==> src/bvhq_pkg.sv <==
// Package of constants and types for the ray query front end.
// Summary of operation
// - Return ordering setting is ignored; results always return in order.
// - Full precision scattered form takes five independent register groups.
// - Half precision scattered form takes four groups, direction pairs shared.
// - Half precision mode ignores the fifth scattered address slot.
// - Base address is the low 40 bits, 256 byte aligned.
// - An 8 bit unsigned field gives box growth in ulps.
// - Box results are sorted only when bit 63 is set.
// - Node accesses are bounds checked against 42 bit count minus one.
// - Bit 119 enables node pointer flag features; clear ignores them.
// - Bit 120 selects triangle result layout: id/hit or barycentrics.
// - Two bit cache policy: normal, load only, reserved, bypass all.
// - Bit 123 allows assuming pages of at least 64kB.
// - Box nodes return four child pointers, sorted when bit 63 is set; triangles return hit data.
// - Half precision only for direction, low half, inverse in high half.
// - Wide pointer variant takes a two register node pointer.
package bvhq_pkg;
    localparam int BVHQ_BASE_LSB = 0;
    localparam int BVHQ_BASE_W = 40;
    localparam int BVHQ_ALIGN_BITS = 8;
    localparam int BVHQ_GROW_LSB = 55;
    localparam int BVHQ_GROW_W = 8;
    localparam int BVHQ_SORT_BIT = 63;
    localparam int BVHQ_SIZE_LSB = 64;
    localparam int BVHQ_SIZE_W = 42;
    localparam int BVHQ_PFLAG_BIT = 119;
    localparam int BVHQ_TRIMODE_BIT = 120;
    localparam int BVHQ_LLC_LSB = 121;
    localparam int BVHQ_BIGPG_BIT = 123;
    localparam int BVHQ_TYPE_LSB = 124;
    localparam logic [3:0] BVHQ_TYPE_CODE = 4'h8;
    localparam logic [3:0] BVHQ_MASK_ALL = 4'hF;
    localparam logic [2:0] BVHQ_DIM_1D = 3'h0;
    localparam logic [1:0] BVHQ_LLC_NORMAL = 2'h0;
    localparam logic [1:0] BVHQ_LLC_LOAD = 2'h1;
    localparam logic [1:0] BVHQ_LLC_RSVD = 2'h2;
    localparam logic [1:0] BVHQ_LLC_BYPASS = 2'h3;
    localparam logic [3:0] BVHQ_NUM_SLOTS = 4'h5;
    localparam logic [3:0] BVHQ_RAY_WORDS = 4'hC;
    // Error code bits reported with a rejected instruction.
    localparam int BVHQ_ERR_W = 4;
    localparam logic [3:0] BVHQ_ERR_FIELD = 4'h1;
    localparam logic [3:0] BVHQ_ERR_TYPE = 4'h2;
    localparam logic [3:0] BVHQ_ERR_BOUND = 4'h4;
    localparam logic [3:0] BVHQ_ERR_LLC = 4'h8;
    typedef enum logic [1:0] {BVHQ_ST_IDLE, BVHQ_ST_GATHER, BVHQ_ST_ISSUE}
        bvhq_state_e;
endpackage

==> src/bvhq_ray_store.sv <==
`timescale 1ns/1ps
// Small register memory holding the twelve gathered ray words.
module bvhq_ray_store
    import bvhq_pkg::*;
(
    input wire logic i_clk_sys,
    input wire logic i_wr_en,
    input wire logic [3:0] i_wr_addr,
    input wire logic [31:0] i_wr_data,
    input wire logic [3:0] i_rd_addr,
    output logic [31:0] o_rd_data
);
    logic [31:0] mem [0:11];

    // Storage has no reset; words are always written before being read.
    always_ff @(posedge i_clk_sys) begin
        if (i_wr_en && i_wr_addr < BVHQ_RAY_WORDS) begin
            mem[i_wr_addr] <= i_wr_data;
        end
    end

    // Registered read port.
    always_ff @(posedge i_clk_sys) begin
        o_rd_data <= (i_rd_addr < BVHQ_RAY_WORDS) ? mem[i_rd_addr] : 32'h0;
    end
endmodule

==> src/bvhq_result_fmt.sv <==
`timescale 1ns/1ps
// Formats the four returned dwords for box and triangle nodes.
module bvhq_result_fmt
    import bvhq_pkg::*;
(
    input wire logic i_clk_sys,
    input wire logic i_rst_n,
    input wire logic i_valid,
    input wire logic i_is_box,
    input wire logic i_tri_mode,
    input wire logic i_sort_en,
    input wire logic [31:0] i_child [4],
    input wire logic [31:0] i_child_t [4],
    input wire logic [31:0] i_t_num,
    input wire logic [31:0] i_t_denom,
    input wire logic [31:0] i_tri_id,
    input wire logic i_hit,
    input wire logic [31:0] i_i_num,
    input wire logic [31:0] i_j_num,
    output logic o_valid,
    output logic [31:0] o_dword [4]
);
    logic [1:0] rank [4];
    logic [31:0] sorted [4];
    logic [31:0] next_dword [4];

    // Rank each child by how many hit earlier; ties keep the lower index.
    always_comb begin
        for (int i = 0; i < 4; i++) begin
            rank[i] = 2'h0;
            for (int j = 0; j < 4; j++) begin
                if ((i_child_t[j] < i_child_t[i]) ||
                    (i_child_t[j] == i_child_t[i] && j < i)) begin
                    rank[i] = rank[i] + 2'h1;
                end
            end
        end
        sorted = '{default: 32'h0};
        for (int i = 0; i < 4; i++) begin
            sorted[rank[i]] = i_child[i];
        end
    end

    // Pick the layout of the four result dwords.
    always_comb begin
        for (int k = 0; k < 4; k++) begin
            next_dword[k] = i_sort_en ? sorted[k] : i_child[k];
        end
        if (!i_is_box) begin
            next_dword[0] = i_t_num;
            next_dword[1] = i_t_denom;
            next_dword[2] = i_tri_mode ? i_i_num : i_tri_id;
            next_dword[3] = i_tri_mode ? i_j_num : {31'h0, i_hit};
        end
    end

    // Result registers drive the load return queue in issue order.
    always_ff @(posedge i_clk_sys or negedge i_rst_n) begin
        if (!i_rst_n) begin
            o_valid <= 1'b0;
            o_dword <= '{default: 32'h0};
        end else begin
            o_valid <= i_valid;
            if (i_valid) begin
                o_dword <= next_dword;
            end
        end
    end
endmodule

==> src/bvhq_front_end.sv <==
`timescale 1ns/1ps
// Top of the ray query front end: field checks, gather and descriptor decode.
module bvhq_front_end
    import bvhq_pkg::*;
(
    input wire logic i_clk_sys,
    input wire logic i_rst_n,
    // Instruction issue.
    input wire logic i_issue_valid,
    input wire logic i_wide_pointer,
    input wire logic i_half_precision_addressing,
    input wire logic i_scattered_address_form,
    input wire logic [3:0] i_component_enable_mask,
    input wire logic i_half_precision_return,
    input wire logic i_narrow_descriptor_flag,
    input wire logic i_unnormalized_coords,
    input wire logic [2:0] i_texture_dimension,
    input wire logic i_lod_warning_enable,
    input wire logic i_extra_status_dword_enable,
    input wire logic [1:0] i_sampler_slot,
    input wire logic i_return_order,
    input wire logic [7:0] i_addr_base,
    input wire logic [7:0] i_addr_slot [5],
    input wire logic [127:0] i_descriptor,
    output logic o_issue_ready,
    // Register file read port.
    output logic o_rf_rd_en,
    output logic [7:0] o_rf_rd_addr,
    input wire logic [31:0] i_rf_rd_data,
    // Decoded request toward the intersection engine.
    output logic o_req_valid,
    output logic [BVHQ_ERR_W-1:0] o_req_error,
    output logic [63:0] o_node_pointer,
    output logic [47:0] o_base_byte_addr,
    output logic [7:0] o_box_grow_ulps,
    output logic o_sort_enable,
    output logic [41:0] o_node_limit,
    output logic o_pointer_flags_en,
    output logic o_tri_return_mode,
    output logic [1:0] o_llc_policy,
    output logic o_big_page,
    output logic o_ray_wr_en,
    output logic [3:0] o_ray_wr_idx,
    output logic [31:0] o_ray_wr_data,
    // Results from the engine and back to the shader.
    input wire logic i_res_valid,
    input wire logic i_res_is_box,
    input wire logic [31:0] i_child [4],
    input wire logic [31:0] i_child_t [4],
    input wire logic [31:0] i_t_num,
    input wire logic [31:0] i_t_denom,
    input wire logic [31:0] i_tri_id,
    input wire logic i_hit,
    input wire logic [31:0] i_i_num,
    input wire logic [31:0] i_j_num,
    input wire logic [3:0] i_ray_rd_idx,
    output logic [31:0] o_ray_rd_data,
    output logic o_ret_valid,
    output logic [31:0] o_ret_dword [4]
);
    logic rst_meta;
    logic rst_n;
    bvhq_state_e state;
    bvhq_state_e next_state;
    logic [3:0] word_idx;
    logic [3:0] words_total;
    logic rd_pend;
    logic [3:0] rd_pend_idx;
    logic wide_q;
    logic half_q;
    logic nsa_q;
    logic [7:0] base_q;
    logic [7:0] slot_q [5];
    logic [127:0] desc_q;
    logic [BVHQ_ERR_W-1:0] err_q;
    logic [31:0] ptr_lo;
    logic [31:0] ptr_hi;
    logic sort_en_q;
    logic tri_mode_q;

    // Count of address words: wide pointer adds one, half precision saves 3.
    function automatic logic [3:0] ray_words(input logic wide,
                                            input logic half);
        logic [3:0] n;
        n = half ? 4'h8 : 4'hB;
        if (wide) begin
            n = n + 4'h1;
        end
        return n;
    endfunction

    // Maps a word index to its scattered group and offset inside the group.
    function automatic logic [7:0] nsa_addr(input logic [7:0] slot [5],
                                            input logic wide,
                                            input logic [3:0] idx);
        logic [3:0] k;
        logic [7:0] a;
        k = wide ? idx - 4'h1 : idx;
        if (idx == 4'h0 || (wide && idx == 4'h1)) begin
            a = slot[0] + {4'h0, idx};
        end else if (k == 4'h1) begin
            a = slot[1];
        end else if (k < 4'h5) begin
            a = slot[2] + {4'h0, k - 4'h2};
        end else if (k < 4'h8) begin
            a = slot[3] + {4'h0, k - 4'h5};
        end else begin
            a = slot[4] + {4'h0, k - 4'h8};
        end
        return a;
    endfunction

    // Reset release through two flip-flops.
    always_ff @(posedge i_clk_sys or negedge i_rst_n) begin
        if (!i_rst_n) begin
            rst_meta <= 1'b0;
            rst_n <= 1'b0;
        end else begin
            rst_meta <= 1'b1;
            rst_n <= rst_meta;
        end
    end

    // Operand field checks; the far side is expected to keep these right.
    wire field_bad = (i_component_enable_mask != BVHQ_MASK_ALL)
        || i_half_precision_return
        || !i_narrow_descriptor_flag
        || !i_unnormalized_coords
        || (i_texture_dimension != BVHQ_DIM_1D)
        || i_lod_warning_enable || i_extra_status_dword_enable
        || (i_sampler_slot != 2'h0);
    wire type_bad =
        i_descriptor[BVHQ_TYPE_LSB +: 4] != BVHQ_TYPE_CODE;
    wire llc_bad =
        i_descriptor[BVHQ_LLC_LSB +: 2] == BVHQ_LLC_RSVD;
    wire [BVHQ_ERR_W-1:0] issue_err =
        (field_bad ? BVHQ_ERR_FIELD : 4'h0) |
        (type_bad ? BVHQ_ERR_TYPE : 4'h0) |
        (llc_bad ? BVHQ_ERR_LLC : 4'h0);
    // The return order input is deliberately unused in any decode.
    wire order_ignored = i_return_order & 1'b0;

    // Half precision only ever reads slots 0 to 3; slot 4 is never used.
    wire [7:0] slot_sel [5] = '{slot_q[0], slot_q[1], slot_q[2], slot_q[3],
        half_q ? slot_q[3] : slot_q[4]};
    wire [7:0] gather_addr = nsa_q ? nsa_addr(slot_sel, wide_q, word_idx)
        : base_q + {4'h0, word_idx};
    wire gather_last = (word_idx == words_total - 4'h1);

    // Bounds check of the node index against the limit field.
    wire [63:0] node_ptr = wide_q ? {ptr_hi, ptr_lo} : {32'h0, ptr_lo};
    wire [41:0] node_limit = desc_q[BVHQ_SIZE_LSB +: BVHQ_SIZE_W];
    wire bound_bad = node_ptr[63:42] != 22'h0 ||
        node_ptr[41:0] > node_limit;

    // Next state of the gather sequencer.
    always_comb begin
        next_state = state;
        unique case (state)
            BVHQ_ST_IDLE: begin
                if (i_issue_valid && !order_ignored) begin
                    next_state = BVHQ_ST_GATHER;
                end
            end
            BVHQ_ST_GATHER: begin
                if (gather_last || err_q != 4'h0) begin
                    next_state = BVHQ_ST_ISSUE;
                end
            end
            BVHQ_ST_ISSUE: begin
                if (!rd_pend) begin
                    next_state = BVHQ_ST_IDLE;
                end
            end
        endcase
    end

    // Sequencer state, captured instruction and gather bookkeeping.
    always_ff @(posedge i_clk_sys or negedge rst_n) begin
        if (!rst_n) begin
            state <= BVHQ_ST_IDLE;
            word_idx <= 4'h0;
            words_total <= 4'h0;
            wide_q <= 1'b0;
            half_q <= 1'b0;
            nsa_q <= 1'b0;
            base_q <= 8'h0;
            slot_q <= '{default: 8'h0};
            desc_q <= 128'h0;
            err_q <= 4'h0;
        end else begin
            state <= next_state;
            if (state == BVHQ_ST_IDLE && i_issue_valid) begin
                word_idx <= 4'h0;
                words_total <= ray_words(i_wide_pointer,
                    i_half_precision_addressing);
                wide_q <= i_wide_pointer;
                half_q <= i_half_precision_addressing;
                nsa_q <= i_scattered_address_form;
                base_q <= i_addr_base;
                slot_q <= i_addr_slot;
                desc_q <= i_descriptor;
                err_q <= issue_err;
            end else if (state == BVHQ_ST_GATHER) begin
                word_idx <= word_idx + 4'h1;
            end
        end
    end

    // Read data returns in the same cycle as the registered request; track it.
    always_ff @(posedge i_clk_sys or negedge rst_n) begin
        if (!rst_n) begin
            rd_pend <= 1'b0;
            rd_pend_idx <= 4'h0;
            ptr_lo <= 32'h0;
            ptr_hi <= 32'h0;
        end else begin
            rd_pend <= state == BVHQ_ST_GATHER && err_q == 4'h0;
            rd_pend_idx <= word_idx;
            if (rd_pend && rd_pend_idx == 4'h0) begin
                ptr_lo <= i_rf_rd_data;
            end
            if (rd_pend && wide_q && rd_pend_idx == 4'h1) begin
                ptr_hi <= i_rf_rd_data;
            end
        end
    end

    // Register file reads and ray word writes, all registered outputs.
    // Half precision words keep direction low and inverse high unchanged.
    always_ff @(posedge i_clk_sys or negedge rst_n) begin
        if (!rst_n) begin
            o_rf_rd_en <= 1'b0;
            o_rf_rd_addr <= 8'h0;
            o_ray_wr_en <= 1'b0;
            o_ray_wr_idx <= 4'h0;
            o_ray_wr_data <= 32'h0;
        end else begin
            o_rf_rd_en <= state == BVHQ_ST_GATHER && err_q == 4'h0;
            o_rf_rd_addr <= gather_addr;
            o_ray_wr_en <= rd_pend;
            o_ray_wr_idx <= rd_pend_idx;
            o_ray_wr_data <= i_rf_rd_data;
        end
    end

    // Decoded descriptor and request strobe.
    always_ff @(posedge i_clk_sys or negedge rst_n) begin
        if (!rst_n) begin
            o_issue_ready <= 1'b0;
            o_req_valid <= 1'b0;
            o_req_error <= 4'h0;
            o_node_pointer <= 64'h0;
            o_base_byte_addr <= 48'h0;
            o_box_grow_ulps <= 8'h0;
            o_sort_enable <= 1'b0;
            o_node_limit <= 42'h0;
            o_pointer_flags_en <= 1'b0;
            o_tri_return_mode <= 1'b0;
            o_llc_policy <= BVHQ_LLC_NORMAL;
            o_big_page <= 1'b0;
            sort_en_q <= 1'b0;
            tri_mode_q <= 1'b0;
        end else begin
            o_issue_ready <= next_state == BVHQ_ST_IDLE;
            o_req_valid <= state == BVHQ_ST_ISSUE && !rd_pend;
            if (state == BVHQ_ST_ISSUE && !rd_pend) begin
                o_req_error <= err_q | (bound_bad ? BVHQ_ERR_BOUND : 4'h0);
                o_node_pointer <= node_ptr;
                o_base_byte_addr <= {desc_q[BVHQ_BASE_LSB +: BVHQ_BASE_W],
                    {BVHQ_ALIGN_BITS{1'b0}}};
                o_box_grow_ulps <=
                    desc_q[BVHQ_GROW_LSB +: BVHQ_GROW_W];
                o_sort_enable <= desc_q[BVHQ_SORT_BIT];
                o_node_limit <= node_limit;
                o_pointer_flags_en <= desc_q[BVHQ_PFLAG_BIT];
                o_tri_return_mode <= desc_q[BVHQ_TRIMODE_BIT];
                o_llc_policy <= desc_q[BVHQ_LLC_LSB +: 2];
                o_big_page <= desc_q[BVHQ_BIGPG_BIT];
                sort_en_q <= desc_q[BVHQ_SORT_BIT];
                tri_mode_q <= desc_q[BVHQ_TRIMODE_BIT];
            end
        end
    end

    // Ray word storage, read by the intersection engine.
    bvhq_ray_store u_store (
        .i_clk_sys(i_clk_sys),
        .i_wr_en(o_ray_wr_en),
        .i_wr_addr(o_ray_wr_idx),
        .i_wr_data(o_ray_wr_data),
        .i_rd_addr(i_ray_rd_idx),
        .o_rd_data(o_ray_rd_data)
    );

    // Result formatting into the in-order return path.
    bvhq_result_fmt u_fmt (
        .i_clk_sys(i_clk_sys),
        .i_rst_n(rst_n),
        .i_valid(i_res_valid),
        .i_is_box(i_res_is_box),
        .i_tri_mode(tri_mode_q),
        .i_sort_en(sort_en_q),
        .i_child(i_child),
        .i_child_t(i_child_t),
        .i_t_num(i_t_num),
        .i_t_denom(i_t_denom),
        .i_tri_id(i_tri_id),
        .i_hit(i_hit),
        .i_i_num(i_i_num),
        .i_j_num(i_j_num),
        .o_valid(o_ret_valid),
        .o_dword(o_ret_dword)
    );
endmodule

==> config.mk <==
export PLATFORM = sky130hd
export DESIGN_NAME = bvhq_front_end
export DESIGN_NICKNAME = d
export VERILOG_FILES = /design/src/bvhq_pkg.sv /design/src/bvhq_ray_store.sv /design/src/bvhq_result_fmt.sv /design/src/bvhq_front_end.sv
export SDC_FILE = /design/constraint.sdc
export NUM_CORES = 2
export LEC_CHECK = 0
export ABC_AREA = 1
export ABC_CLOCK_PERIOD_IN_PS = 33200
export BUFFER_PORTS_ARGS = -buffer_cell sky130_fd_sc_hd__buf_2
export CAP_MARGIN = 20
export CORE_AREA = 2 2 397 399
export DETAILED_ROUTE_END_ITERATION = 8
export DIE_AREA = 0 0 399 401
export SLEW_MARGIN = 0
export SYNTH_ARGS = -nofsm -noshare
export SYNTH_HDL_FRONTEND = slang
export SYNTH_HIERARCHICAL = 1
export SYNTH_SLANG_ARGS = --single-unit
==> constraint.sdc <==
create_clock -name i_clk_sys -period 33.2 [get_ports i_clk_sys]
set_input_delay 6.64 -clock i_clk_sys [delete_from_list [all_inputs] [get_ports i_clk_sys]]
set_output_delay 6.64 -clock i_clk_sys [all_outputs]
set_load 0.02 [all_outputs]
==> impl_metrics.ini <==
[finish]
synthToLayoutAreaGrowth_pct = 18.7
post-route-util = 0.414
layout_commonest_cell = nand2_1
nets = 8614
final_cell_mix = nand2_1, buf_2, inv_1, nand3_1, dfrtp_1
fillers = 15900
drive_above_1_share = 0.172
ff_latch_area_um2 = 26500
multi_input_area_um2 = 23400

[sta]
slew_headroom = 0.259
fin_worst_skew_ns = 0.0773
finalHoldViolCount = 0
worstMarginPinSlew_ns = 1.11
post-route-period-util = 0.335
grt_setup_unrepaired = no
finalCriticalPeriod_ns = 11.11
setup_viol = 0
drv_slew = 0
fin_tns_setup_ns = 0
fmax_mhz = 90.0
hold_slack_ns = 0.306

[placed_design]
dp.final_hpwl_um = 171000
numPortBuffers = 995
place_congestion = 1.02

[cts]
ctsHoldBuffers = 0
worst_setup_hold_path_clk_slew_ns = 0.06
clockRootBuffer = clkbuf_16
htree_num_levels = 3
clockBufferDepth = 3
clock-sinks = 987
cts_resized = 0
cts_made_buffers = 109
insertion_delay_ns = 0.78
cts_tree = yes
postCtsSetupRepairBufs = 0

[global_route]
grt_pass1_wl_um = 334000
grt_usage = 0.286
grt_start_max_net_pins = 174
grt_overflow = 0
antenna_found_initial = 71
grt_pass1_vias = 47600

[setup_path]
critPathKind = input pin to flop
critical-path-slowest-cell = inv_2
max_stage_delay_ns = 0.79
cp-start-kind = input pin
cp.arrival_ns = 11.75
cp.buffers_inverters = 5
cp_top_family = simple AND/OR/NAND/NOR gates
required_ns = 33.84
path_max_fanout = 34
cpMostUsedCell = nand2_1
end_kind = flop
critical_path.cell_chain = buf_2, inv_1, ha_1, nand2_1, nor3_1, nand2_1, nand2_1, nand2_1, a21oi_1, ha_1, inv_1, nand3_1, nand2_2, buf_4, nand2_2, inv_2, nand2_1, nand3_1, nand2_1, nand2_1, a21oi_1

[die]
start_util = 0.349
pin_count = 1033
die_h_um = 401
die_x_um = 399
dieArea_um2 = 160000
rows = 145
coreArea_um2 = 156000

[route]
vias_per_cell = 5.12
vias = 50600
drc = 0
first_pass_iters = 8
wl_per_cell_um = 23.9
drt-initial-drc-count = 5303
ant_nets = 0
routed_wl_um = 236000

[synthesis]
netlist-cell-type-count = 59
synth_area_per_cell_um2 = 7.89
syn_area_um2 = 54300
yosysWarnings = 6
ys_ff_latch = 987
yosysSeqAreaShare = 0.487
synth_cells = 6888

[status]
status = complete, no violations

[power]
irDropWorstVdd_v = 0.0000669
powerDensity_nw_per_um2 = 78.6
p_leak_nw = 33.1

[job]
max_cap_violations = 0

[worst_hold_path]
hold_path_class = flop to async pin
-- logic make-up after synthesis --
kind of cell / Yosys count / share of synthesized area
compound gates: 874 / 0.0833
xor+xnor: 22 / 0.00355
fa+ha+maj: 278 / 0.0645
buf+inv: 1093 / 0.0848
flops: 987 / 0.487
other cells: 2 / 0.000138
simple gates: 3632 / 0.277
-- stage by stage --
| step | cells | power [mW] | setup slack, ns | area [um^2] |
|---|---|---|---|---|
| detailed placement | 9629 | 3.82 | 21.45 | 60600 |
| finish | 9873 | 5.07 | 22.09 | 64500 |
| floorplan | 6895 | 3.04 | 16.11 | 54300 |
| global route | 9863 | 5.39 | 21.95 | 64500 |
| CTS | 9832 | 5.09 | 22.27 | 64300 |
| global placement | 9629 | 3.79 | 21.50 | 60600 |
-- path summary, 6_finish.rpt --
kind,start,end,slack [ns],cells after the start
worst min register to register,rst_n$_DFF_PN0_,desc_q[63]$_DFFE_PN0P_,0.31,0
worst min-delay path,rst_n$_DFF_PN0_,desc_q[63]$_DFFE_PN0P_,0.31,0
worst max-delay path,i_child_t[47],u_fmt/o_dword[6]$_DFFE_PN0P_,22.09,21
min in group i_clk_sys,rst_meta$_DFF_PN0_,rst_n$_DFF_PN0_,0.35,0
worst max register to register,word_idx[1]$_DFFE_PN0P_,o_rf_rd_addr[6]$_DFF_PN0_,29.25,22
max in group asynchronous,i_rst_n,rst_n$_DFF_PN0_,27.43,1
-- layout make-up --
| cell class | instances | area share |
|---|---|---|
| Clock buffer | 152 | 0.0473 |
| Timing Repair Buffer | 1049 | 0.0847 |
| Sequential cell | 987 | 0.410 |
| Antenna cell | 39 | 0.00151 |
| Tap cell | 2058 | 0.0399 |
| Multi-Input combinational cell | 4815 | 0.363 |
| Clock inverter | 51 | 0.0104 |
| Inverter | 722 | 0.0425 |
-- synthesized netlist by cell type (all sizes together) --
cell	number	area share
clkbuf	149	0.010
or2	2	0.00023
nand4	130	0.015
fa	3	0.0011
conb	2	0.00014
and3	1	0.00012
and2	2	0.00023
a21boi	3	0.00048
dfxtp	32	0.012
clkinv	4	0.00028
xor2	16	0.0026
o2111ai	1	0.00016
a211oi	1	0.00014
a21o	6	0.00083
ha	275	0.063
nand3	581	0.054
a31o	1	0.00016
edfxtp	384	0.21
a31oi	3	0.00035
dfrtp	571	0.26
o211ai	7	0.0012
nand2	2592	0.18
nor2	293	0.021
inv	718	0.050
nand3b	3	0.00041
xnor2	6	0.00097
o21ai	478	0.045
buf	222	0.024
o22ai	2	0.00023
o21a	10	0.0014
a21oi	361	0.034
nor4	5	0.0011
nor3	23	0.0023
a32oi	1	0.00016
-- registers in the layout (all words and copies together) (netlist names), 8 cells and up --
name               flops
base_q                 8
desc_q                96
o_base_byte_addr      40
o_box_grow_ulps        8
o_node_limit          42
o_node_pointer        64
o_ray_wr_data         32
o_rf_rd_addr           8
ptr_hi                32
ptr_lo                32
slot_q                40
u_fmt/o_dword        128
u_store/mem          384
u_store/o_rd_data     32
-- power by group --
group          total, mW  internal (mW)  switching [mW]
clock network       1.25          0.718           0.533
logic               2.11          0.607            1.51
registers           1.71           1.53           0.176
total               5.07           2.86            2.22
-- layer usage --
layer	share of wire	global-route usage	vias to the layer above	wire length (um)
met4	0.049	0.131	38	11500
met1	0.42	0.393	24000	99100
met3	0.091	0.0616	415	21500
met2	0.44	0.430	2301	103000
met5	0.0010	0	-	241
li1	-	-	23900	-
(Power assumes the default switching activity.)
